<file path="config.mk">
export PLATFORM = sky130hd
export DESIGN_NAME = serial_status_brg
export DESIGN_NICKNAME = d
export VERILOG_FILES = /design/src/logic/serial_status_pkg.sv /design/src/logic/serial_status_brg.sv
export SDC_FILE = /design/constraint.sdc
export NUM_CORES = 1
export LEC_CHECK = 0
export ABC_AREA = 1
export BUFFER_PORTS_ARGS = -buffer_cell sky130_fd_sc_hd__buf_2
export CORE_MARGIN = 5
export CORE_UTILIZATION = 52
export CTS_CLUSTER_SIZE = 25
export DETAILED_ROUTE_END_ITERATION = 12
export GPL_ROUTABILITY_DRIVEN = 0
export PLACE_DENSITY = 0.82
export SETUP_SLACK_MARGIN = 0.4
export SYNTH_ARGS = -nofsm -noshare
export SYNTH_HDL_FRONTEND = slang
export SYNTH_SLANG_ARGS = --single-unit
</file>
<file path="constraint.sdc">
create_clock -name clk_i -period 2.1 [get_ports clk_i]
set_clock_uncertainty 0.2 [all_clocks]
set_input_delay 0.105 -clock clk_i [delete_from_list [all_inputs] [get_ports clk_i]]
set_output_delay 0.105 -clock clk_i [all_outputs]
set_load 0.1 [all_outputs]
</file>
<file path="src/logic/serial_status_pkg.sv">
// constants for the serial status flags and bit-rate generator
package serial_status_pkg;

  // ------------------------------------------------------------
  // register byte offsets
  // ------------------------------------------------------------
  localparam logic [7:0] STATUS_OFS  = 8'h00;
  localparam logic [7:0] DIVISOR_OFS = 8'h04;
  localparam logic [7:0] CONTROL_OFS = 8'h08;
  localparam logic [7:0] TX_HOLD_OFS = 8'h0c;
  localparam logic [7:0] RX_HOLD_OFS = 8'h10;

  // ------------------------------------------------------------
  // status field positions
  // ------------------------------------------------------------
  localparam int ST_MP_TX   = 0;
  localparam int ST_MP_RX   = 1;
  localparam int ST_TX_END  = 2;
  localparam int ST_PAR_ERR = 3;
  localparam int ST_RX_FULL = 6;
  localparam int ST_TX_EMPTY = 7;

  // ------------------------------------------------------------
  // control field positions
  // ------------------------------------------------------------
  localparam int CT_TX_EN   = 0;
  localparam int CT_RX_EN   = 1;
  localparam int CT_PAR_EN  = 2;
  localparam int CT_PAR_ODD = 3;
  localparam int CT_SYNC    = 4;
  localparam int CT_MP_EN   = 5;
  localparam int CT_CLK_LO  = 6;
  localparam int CT_CLK_HI  = 7;

  // ------------------------------------------------------------
  // reset values
  // ------------------------------------------------------------
  localparam logic [7:0] DIVISOR_RST  = 8'hff;
  localparam logic [7:0] CONTROL_RST  = 8'h00;
  localparam logic       TX_END_RST   = 1'b1;
  localparam logic       TX_EMPTY_RST = 1'b1;

  // ------------------------------------------------------------
  // timing counts (source ticks per divisor step, prescaler taps)
  // ------------------------------------------------------------
  localparam logic [5:0] ASYNC_LAST = 6'h3f;  // 64 source ticks
  localparam logic [5:0] SYNC_LAST  = 6'h07;  // 8 source ticks
  localparam logic [3:0] DIV16_LAST = 4'hf;
  localparam logic [5:0] DIV64_LAST = 6'h3f;

endpackage

</file>
<file path="src/logic/serial_status_brg.sv">
// serial status flags, bit-rate divisor and bit-rate generator
`timescale 1ns/100ps
`default_nettype none
// Functional notes
// - set parity error on ones-count mismatch
// - parity error cleared by read-1 then write-0
// - clearing receive enable keeps parity error
// - parity-error character stored, full flag not set
// - reception blocked while parity error set
// - transmit end read-only, resets to one
// - transmit end cleared by hold write/empty clear
// - transmit end set by disable or last bit
// - capture received multiprocessor bit, read-only
// - clearing receive enable keeps received mp bit
// - send stored multiprocessor bit each character
// - mp send bit ignored sync/disabled/idle
// - 8-bit divisor scales selected baud clock
// - divisor readable and writable at any time
// - divisor forced to ff on reset/standby
// - bit period (N+1)*64 async, *8 sync, in selected clock ticks
// - clock select: sys, sub (/2 outside sub mode), sys/16, sys/64
module serial_status_brg
  import serial_status_pkg::*;
(
  input  wire logic        clk_i,
  input  wire logic        rst_i,
  input  wire logic        wb_cyc_i,
  input  wire logic        wb_stb_i,
  input  wire logic        wb_we_i,
  input  wire logic [7:0]  wb_adr_i,
  input  wire logic [3:0]  wb_sel_i,
  input  wire logic [31:0] wb_dat_i,
  output logic             wb_ack_o,
  output logic      [31:0] wb_dat_o,
  input  wire logic        standby_i,
  input  wire logic        sub_mode_i,
  input  wire logic        sub_clk_i,
  input  wire logic        rx_done_i,
  input  wire logic [7:0]  rx_data_i,
  input  wire logic        rx_parity_i,
  input  wire logic        rx_mp_bit_i,
  input  wire logic        tx_load_i,
  input  wire logic        tx_last_bit_i,
  output logic             bit_tick_o,
  output logic      [7:0]  tx_data_o,
  output logic             tx_mp_bit_o,
  output logic             rx_stall_o,
  output logic             tx_empty_o,
  output logic      [7:0]  control_o
);

  // ------------------------------------------------------------
  // state
  // ------------------------------------------------------------
  typedef struct packed {
    logic        par_err;
    logic        tx_end;
    logic        mp_rx;
    logic        mp_tx;
    logic        tx_empty;
    logic        rx_full;
    logic        par_arm;
    logic        empty_arm;
    logic        full_arm;
    logic [7:0]  divisor;
    logic [7:0]  control;
    logic [7:0]  tx_hold;
    logic [7:0]  rx_hold;
    logic [5:0]  pre;
    logic [5:0]  sub_cnt;
    logic [7:0]  div_cnt;
    logic        sub_half;
    logic        sub_q1;
    logic        sub_q2;
    logic        sub_q3;
    logic        bit_tick;
    logic        mp_out;
    logic        ack;
    logic [31:0] dat;
  } state_s;

  localparam state_s STATE_RST = '{
    par_err: 1'b0, tx_end: TX_END_RST, mp_rx: 1'b0, mp_tx: 1'b0,
    tx_empty: TX_EMPTY_RST, rx_full: 1'b0, par_arm: 1'b0,
    empty_arm: 1'b0, full_arm: 1'b0, divisor: DIVISOR_RST,
    control: CONTROL_RST, tx_hold: 8'h00, rx_hold: 8'h00,
    pre: 6'h00, sub_cnt: 6'h00, div_cnt: 8'h00, sub_half: 1'b0,
    sub_q1: 1'b0, sub_q2: 1'b0, sub_q3: 1'b0, bit_tick: 1'b0,
    mp_out: 1'b0, ack: 1'b0, dat: 32'h0000_0000};

  state_s s_r;
  state_s s_nxt;

  // ------------------------------------------------------------
  // helpers
  // ------------------------------------------------------------
  // odd count of ones over a data byte plus one extra bit
  function automatic logic odd_ones(input logic [7:0] d, input logic p);
    odd_ones = (^d) ^ p;
  endfunction

  // word select of a register from the byte address
  function automatic logic hit(input logic [7:0] adr, input logic [7:0] ofs);
    hit = (adr[7:2] == ofs[7:2]);
  endfunction

  logic       acc;
  logic       wr;
  logic       rd;
  logic       src_en;
  logic       sub_edge;
  logic       rx_take;
  logic       par_bad;
  logic       async_mode;
  logic [5:0] sub_last;
  logic [7:0] status_rd;

  // ------------------------------------------------------------
  // bus decode and combinational helpers
  // ------------------------------------------------------------
  // one access per request: the ack cycle itself is not decoded again
  assign acc        = wb_cyc_i && wb_stb_i && !s_r.ack;
  assign wr         = acc && wb_we_i && wb_sel_i[0];
  assign rd         = acc && !wb_we_i;
  assign async_mode = !s_r.control[CT_SYNC];
  assign sub_edge   = s_r.sub_q2 && !s_r.sub_q3;
  assign sub_last   = async_mode ? ASYNC_LAST : SYNC_LAST;
  // a parity error blocks any further character
  assign rx_take    = rx_done_i && s_r.control[CT_RX_EN] && !s_r.par_err;
  assign par_bad    = async_mode && s_r.control[CT_PAR_EN]
                      && (odd_ones(rx_data_i, rx_parity_i) != s_r.control[CT_PAR_ODD]);
  assign status_rd  = {s_r.tx_empty, s_r.rx_full, 2'b00, s_r.par_err,
                       s_r.tx_end, s_r.mp_rx, s_r.mp_tx};

  // baud source: system, subclock (halved outside sub modes), /16, /64
  always_comb begin
    case ({s_r.control[CT_CLK_HI], s_r.control[CT_CLK_LO]})
      2'b00:   src_en = 1'b1;
      2'b01:   src_en = sub_edge && (sub_mode_i || s_r.sub_half);
      2'b10:   src_en = (s_r.pre[3:0] == DIV16_LAST);
      2'b11:   src_en = (s_r.pre == DIV64_LAST);
      default: src_en = 1'b0;
    endcase
  end

  // ------------------------------------------------------------
  // next state
  // ------------------------------------------------------------
  always_comb begin
    s_nxt = s_r;

    // subclock pin: first flop feeds only the second
    s_nxt.sub_q1 = sub_clk_i;
    s_nxt.sub_q2 = s_r.sub_q1;
    s_nxt.sub_q3 = s_r.sub_q2;
    if (sub_edge) begin
      s_nxt.sub_half = !s_r.sub_half;
    end

    // free-running prescaler for the /16 and /64 taps
    s_nxt.pre = s_r.pre + 6'd1;

    // bit-rate divider: (divisor+1) steps of 64 or 8 source ticks
    s_nxt.bit_tick = 1'b0;
    if (src_en) begin
      if (s_r.sub_cnt >= sub_last) begin
        s_nxt.sub_cnt = 6'h00;
        if (s_r.div_cnt >= s_r.divisor) begin
          s_nxt.div_cnt  = 8'h00;
          s_nxt.bit_tick = 1'b1;
        end else begin
          s_nxt.div_cnt = s_r.div_cnt + 8'd1;
        end
      end else begin
        s_nxt.sub_cnt = s_r.sub_cnt + 6'd1;
      end
    end

    // bus answer: single-cycle ack, unmapped reads give zero
    s_nxt.ack = acc;
    if (rd) begin
      if (hit(wb_adr_i, STATUS_OFS)) begin
        s_nxt.dat = {24'h000000, status_rd};
      end else if (hit(wb_adr_i, DIVISOR_OFS)) begin
        s_nxt.dat = {24'h000000, s_r.divisor};
      end else if (hit(wb_adr_i, CONTROL_OFS)) begin
        s_nxt.dat = {24'h000000, s_r.control};
      end else if (hit(wb_adr_i, TX_HOLD_OFS)) begin
        s_nxt.dat = {24'h000000, s_r.tx_hold};
      end else if (hit(wb_adr_i, RX_HOLD_OFS)) begin
        s_nxt.dat = {24'h000000, s_r.rx_hold};
      end else begin
        s_nxt.dat = 32'h0000_0000;
      end
    end

    // status read arms the clear of each flag seen at one
    if (rd && hit(wb_adr_i, STATUS_OFS)) begin
      s_nxt.par_arm   = s_r.par_arm   || s_r.par_err;
      s_nxt.empty_arm = s_r.empty_arm || s_r.tx_empty;
      s_nxt.full_arm  = s_r.full_arm  || s_r.rx_full;
    end
    // reading the receive holding register empties it
    if (rd && hit(wb_adr_i, RX_HOLD_OFS)) begin
      s_nxt.rx_full = 1'b0;
    end

    // status write: only armed flags clear, a one keeps a flag; all arms drop and the mp send bit is written
    if (wr && hit(wb_adr_i, STATUS_OFS)) begin
      if (s_r.par_arm && !wb_dat_i[ST_PAR_ERR]) begin
        s_nxt.par_err = 1'b0;
      end
      if (s_r.empty_arm && !wb_dat_i[ST_TX_EMPTY]) begin
        s_nxt.tx_empty = 1'b0;
        s_nxt.tx_end   = 1'b0;
      end
      if (s_r.full_arm && !wb_dat_i[ST_RX_FULL]) begin
        s_nxt.rx_full = 1'b0;
      end
      s_nxt.mp_tx     = wb_dat_i[ST_MP_TX];
      s_nxt.par_arm   = 1'b0;
      s_nxt.empty_arm = 1'b0;
      s_nxt.full_arm  = 1'b0;
      // transmit end and received mp bit ignore writes
    end

    // divisor write restarts the divider so the new rate starts clean
    if (wr && hit(wb_adr_i, DIVISOR_OFS)) begin
      s_nxt.divisor = wb_dat_i[7:0];
      s_nxt.sub_cnt = 6'h00;
      s_nxt.div_cnt = 8'h00;
    end

    // control write; dropping transmit enable ends transmission
    if (wr && hit(wb_adr_i, CONTROL_OFS)) begin
      s_nxt.control = wb_dat_i[7:0];
      if (s_r.control[CT_TX_EN] && !wb_dat_i[CT_TX_EN]) begin
        s_nxt.tx_end = 1'b1;
      end
      // receive enable clear leaves error and mp flags alone
    end

    // a new character starts a transmission
    if (wr && hit(wb_adr_i, TX_HOLD_OFS)) begin
      s_nxt.tx_hold  = wb_dat_i[7:0];
      s_nxt.tx_empty = 1'b0;
      s_nxt.tx_end   = 1'b0;
    end

    // hardware events come last so a set beats a clear
    if (tx_load_i) begin
      s_nxt.tx_empty = 1'b1;
    end
    if (tx_last_bit_i && s_r.tx_empty) begin
      s_nxt.tx_end = 1'b1;
    end
    if (rx_take) begin
      s_nxt.rx_hold = rx_data_i;
      if (par_bad) begin
        s_nxt.par_err = 1'b1;
      end else begin
        s_nxt.rx_full = 1'b1;
      end
      if (async_mode && s_r.control[CT_MP_EN]) begin
        s_nxt.mp_rx = rx_mp_bit_i;
      end
    end

    // mp bit only counts in async mp mode while transmitting
    s_nxt.mp_out = s_nxt.mp_tx && !s_nxt.control[CT_SYNC] && s_nxt.control[CT_MP_EN]
                   && s_nxt.control[CT_TX_EN] && !s_nxt.tx_end;

    // standby forces the divisor back to its reset value
    if (standby_i) begin
      s_nxt.divisor = DIVISOR_RST;
    end
  end

  // ------------------------------------------------------------
  // state register
  // ------------------------------------------------------------
  always_ff @(posedge clk_i) begin
    if (rst_i) begin
      s_r <= STATE_RST;
    end else begin
      s_r <= s_nxt;
    end
  end

  // outputs straight from the state flops
  assign wb_ack_o    = s_r.ack;
  assign wb_dat_o    = s_r.dat;
  assign bit_tick_o  = s_r.bit_tick;
  assign tx_data_o   = s_r.tx_hold;
  assign tx_mp_bit_o = s_r.mp_out;
  assign rx_stall_o  = s_r.par_err;
  assign tx_empty_o  = s_r.tx_empty;
  assign control_o   = s_r.control;

  logic [31:0] gap_r;
  logic        cfg_dirty_r;

  // cycles between bit ticks; any config write makes one gap unreliable
  always_ff @(posedge clk_i) begin
    if (rst_i) begin
      gap_r       <= 32'h0000_0000;
      cfg_dirty_r <= 1'b1;
    end else begin
      gap_r <= bit_tick_o ? 32'h0000_0001 : gap_r + 32'h0000_0001;
      if (wr || standby_i) begin
        cfg_dirty_r <= 1'b1;
      end else if (bit_tick_o) begin
        cfg_dirty_r <= 1'b0;
      end
    end
  end
endmodule
`default_nettype wire

</file>
==> results.cfg <==
[status]
outcome = finished, final reports clean

[synth]
synth_top_area_share_pct = 37.6
async_reset_ff_share_pct = 0
ys_seq_area_share_pct = 37.6
synth_area_mm2 = 0.00405
synth-warning-count = 0
ys_types = 33
synth-edff-count = 0
synthFlopType = dfxtp_1
syn_area_per_cell_um2 = 7.12
yosysMostFrequentCell = nand2_1
yosys-top-cells-count = nand2_1 (109), dfxtp_1 (76), inv_1 (68)
synth_area_leaders = dfxtp_1 (38%), nand2_1 (10%), buf_4 (8.9%)
synthCells = 569
synth_seq_cells = 76
yosysTopAreaCell = dfxtp_1

[critical_path]
critical_path_class = flip-flop to flip-flop
worst-path-max-fanout = 5
regToRegSetupSlack_ps = 250
critical_path_required_ps = 2190
crit_path_start_kind = flip-flop
worstPathArrival_ps = 1940
cp-end-kind = flip-flop
rr_worst_depth = 7
r2r_end = s_r[44]
reg2reg_from = s_r[46]

[floorplan]
die_width_um = 98.2
initial_utilization_pct = 52.9
coreArea_mm2 = 0.00765
fp.dieH_um = 98.2
ios = 118
die_area_mm2 = 0.00965
row_count = 32

[cells_and_area]
area_delta_synth_final_pct = 27.0
diodes = 0
nets = 738
nFillCells = 611
ff_latch_area_mm2 = 0.00154
multi_input_area_mm2 = 0.00223
final_area_mm2 = 0.00514
drive_gt1_share_pct = 28.5

[detailed_routing]
wirelength_um = 11300
drtIter0Drc = 317
routed-via-count = 4013
drt_first_pass_iters = 5
drc = 0
antenna_left = 0
wl_per_cell_um = 14.8
via_per_inst = 5.24

[power]
p_leak_uw = 0.00238
peakVddDrop_mv = 0.403
p_total_uw = 3000
power_density_mw_per_mm2 = 583

[min_path]
hp-class = input pin to flip-flop
min_to = wb_dat_o[1]
whs_path_depth = 6
worstHoldStart = wb_adr_i[5]

[grt]
antenna_found_initial = 0
grt_overflow_total = 0
grt_pass1_vias = 3756
grt_max_degree = 17
grt_pass1_wl_um = 17100
track_usage_pct = 21.7

[sta]
rsz0062_at_grt = yes
finalSetupTns_ps = 0
final.period_utilization_pct = 88.1
finalHoldViolations = 0
finalCriticalPeriod_ps = 1850
fmax_mhz = 541
tightest_slew_ps = 529
setup_viol_count_final = 0
slew_headroom_pct = 64.6
maxSlewViolCount = 0

[clocking]
htree_num_levels = 3
cts_tree = yes
cts_buffers = 9
clk_latency_ps = 350
cts_root_buf = clkbuf_8
cts_sinks = 76
path_clk_slew_ps = 90
cts.path.max_buffers = 2

[flow_run]
cap_viol_max_count = 0

[place]
detailed_place_hpwl_um = 7530
port_buffers = 64
post_dp_cell_area_mm2 = 0.00422
[state kept, by name (all words and copies together) (netlist names)]
signal	count
tx_data_o	8
wb_dat_o	8
control_o	8
s_r	45
rx_stall_o	1
tx_empty_o	1
s_nxt	2
wb_ack_o	1
tx_mp_bit_o	1
bit_tick_o	1
[per-layer routing]
layer  part of all wire, %  vias to the layer above  track usage (%)
met5                     0                        -                0
li1                      -                     1939                -
met2                    50                      194             36.5
met1                    39                     1839             26.4
met4                   4.1                        0             11.2
met3                   7.1                       41             3.93
[through the flow]
step	hold WS (ps)	instances	util, %	setup slack [ps]
after global placement	95.4	703	55.2	277
final	32.3	766	67.3	250
after floorplan	4.03	592	-	430
after detailed placement	100	703	55.2	210
after global routing	56.1	766	67.3	150
after CTS	20.2	757	63.8	366
[timing repair]
action	4_1_cts	5_1_grt
buffers inserted	12	9
resized for setup	32	47
setup endpoints to repair	26	27
hold endpoints to repair	47	0
pin swaps	11	22
hold buffers	25	0
cloned	1	0
[cells by family (layout without fill, tap and decap cells)]
kind of cell	after synthesis	in the layout	synth area share (%)
adders and majority gates	14	14	4.33
other	1	24	0.0926
and+or+nand+nor	215	216	22.7
AOI/OAI and AO/OA	120	120	16.3
DFF	76	76	37.6
buffers and inverters	135	206	17.3
xor gates and xnor gates	8	8	1.73
[where the power goes]
group	switching (uW)	total [uW]	leakage, uW	internal [uW]
clock	572	1080	0.0000982	507
sequential	11.9	1470	0.000619	1450
combinational	338	454	0.00166	115
[critical path, stage by stage, from the launching register on]
cell     delay (ps)
dfxtp_1         470
ha_4            260
a21oi_1         160
o21a_1          210
nand3_4         150
nor2_2          170
nand2_4          60
a21oi_2         120
[cell usage in the layout (no fill, tap or decap), types with 7 or more instances in the layout]
cell / netlist / layout
inv_2: 7 / 10
nor2_4: 3 / 10
buf_4: 48 / 23
nand3_1: 19 / 15
nor2_1: 61 / 50
dfxtp_1: 76 / 67
o21ai_0: 37 / 34
nor2_2: 6 / 11
dlygate4sd3_1: 0 / 25
ha_4: 0 / 7
ha_1: 14 / 7
nand2_2: 4 / 7
inv_1: 68 / 63
nand2_4: 0 / 7
conb_1: 1 / 24
buf_2: 4 / 64
o211ai_1: 8 / 8
dfxtp_2: 0 / 7
nand2_1: 109 / 99
a21oi_1: 58 / 53
clkbuf_8: 0 / 9
[worst max path at each step]
stage	start	end	slack, ps
finish	s_r[46]	s_r[44]	250
floorplan	control_o[4]	s_r[41]	430
CTS	s_r[54]	s_r[40]	370
detailed placement	s_r[53]	s_r[41]	210
global placement	control_o[4]	s_r[48]	280
global route	s_r[90]	s_r[42]	150
[layout make-up]
cell class / count / area share [%]
Multi-Input combinational cell: 382 / 43.3
Timing Repair Buffer: 114 / 14.9
Tap cell: 102 / 2.48
Clock inverter: 6 / 0.851
Clock buffer: 10 / 2.89
Sequential cell: 76 / 29.9
Inverter: 76 / 5.72
(Power assumes the default switching activity.)
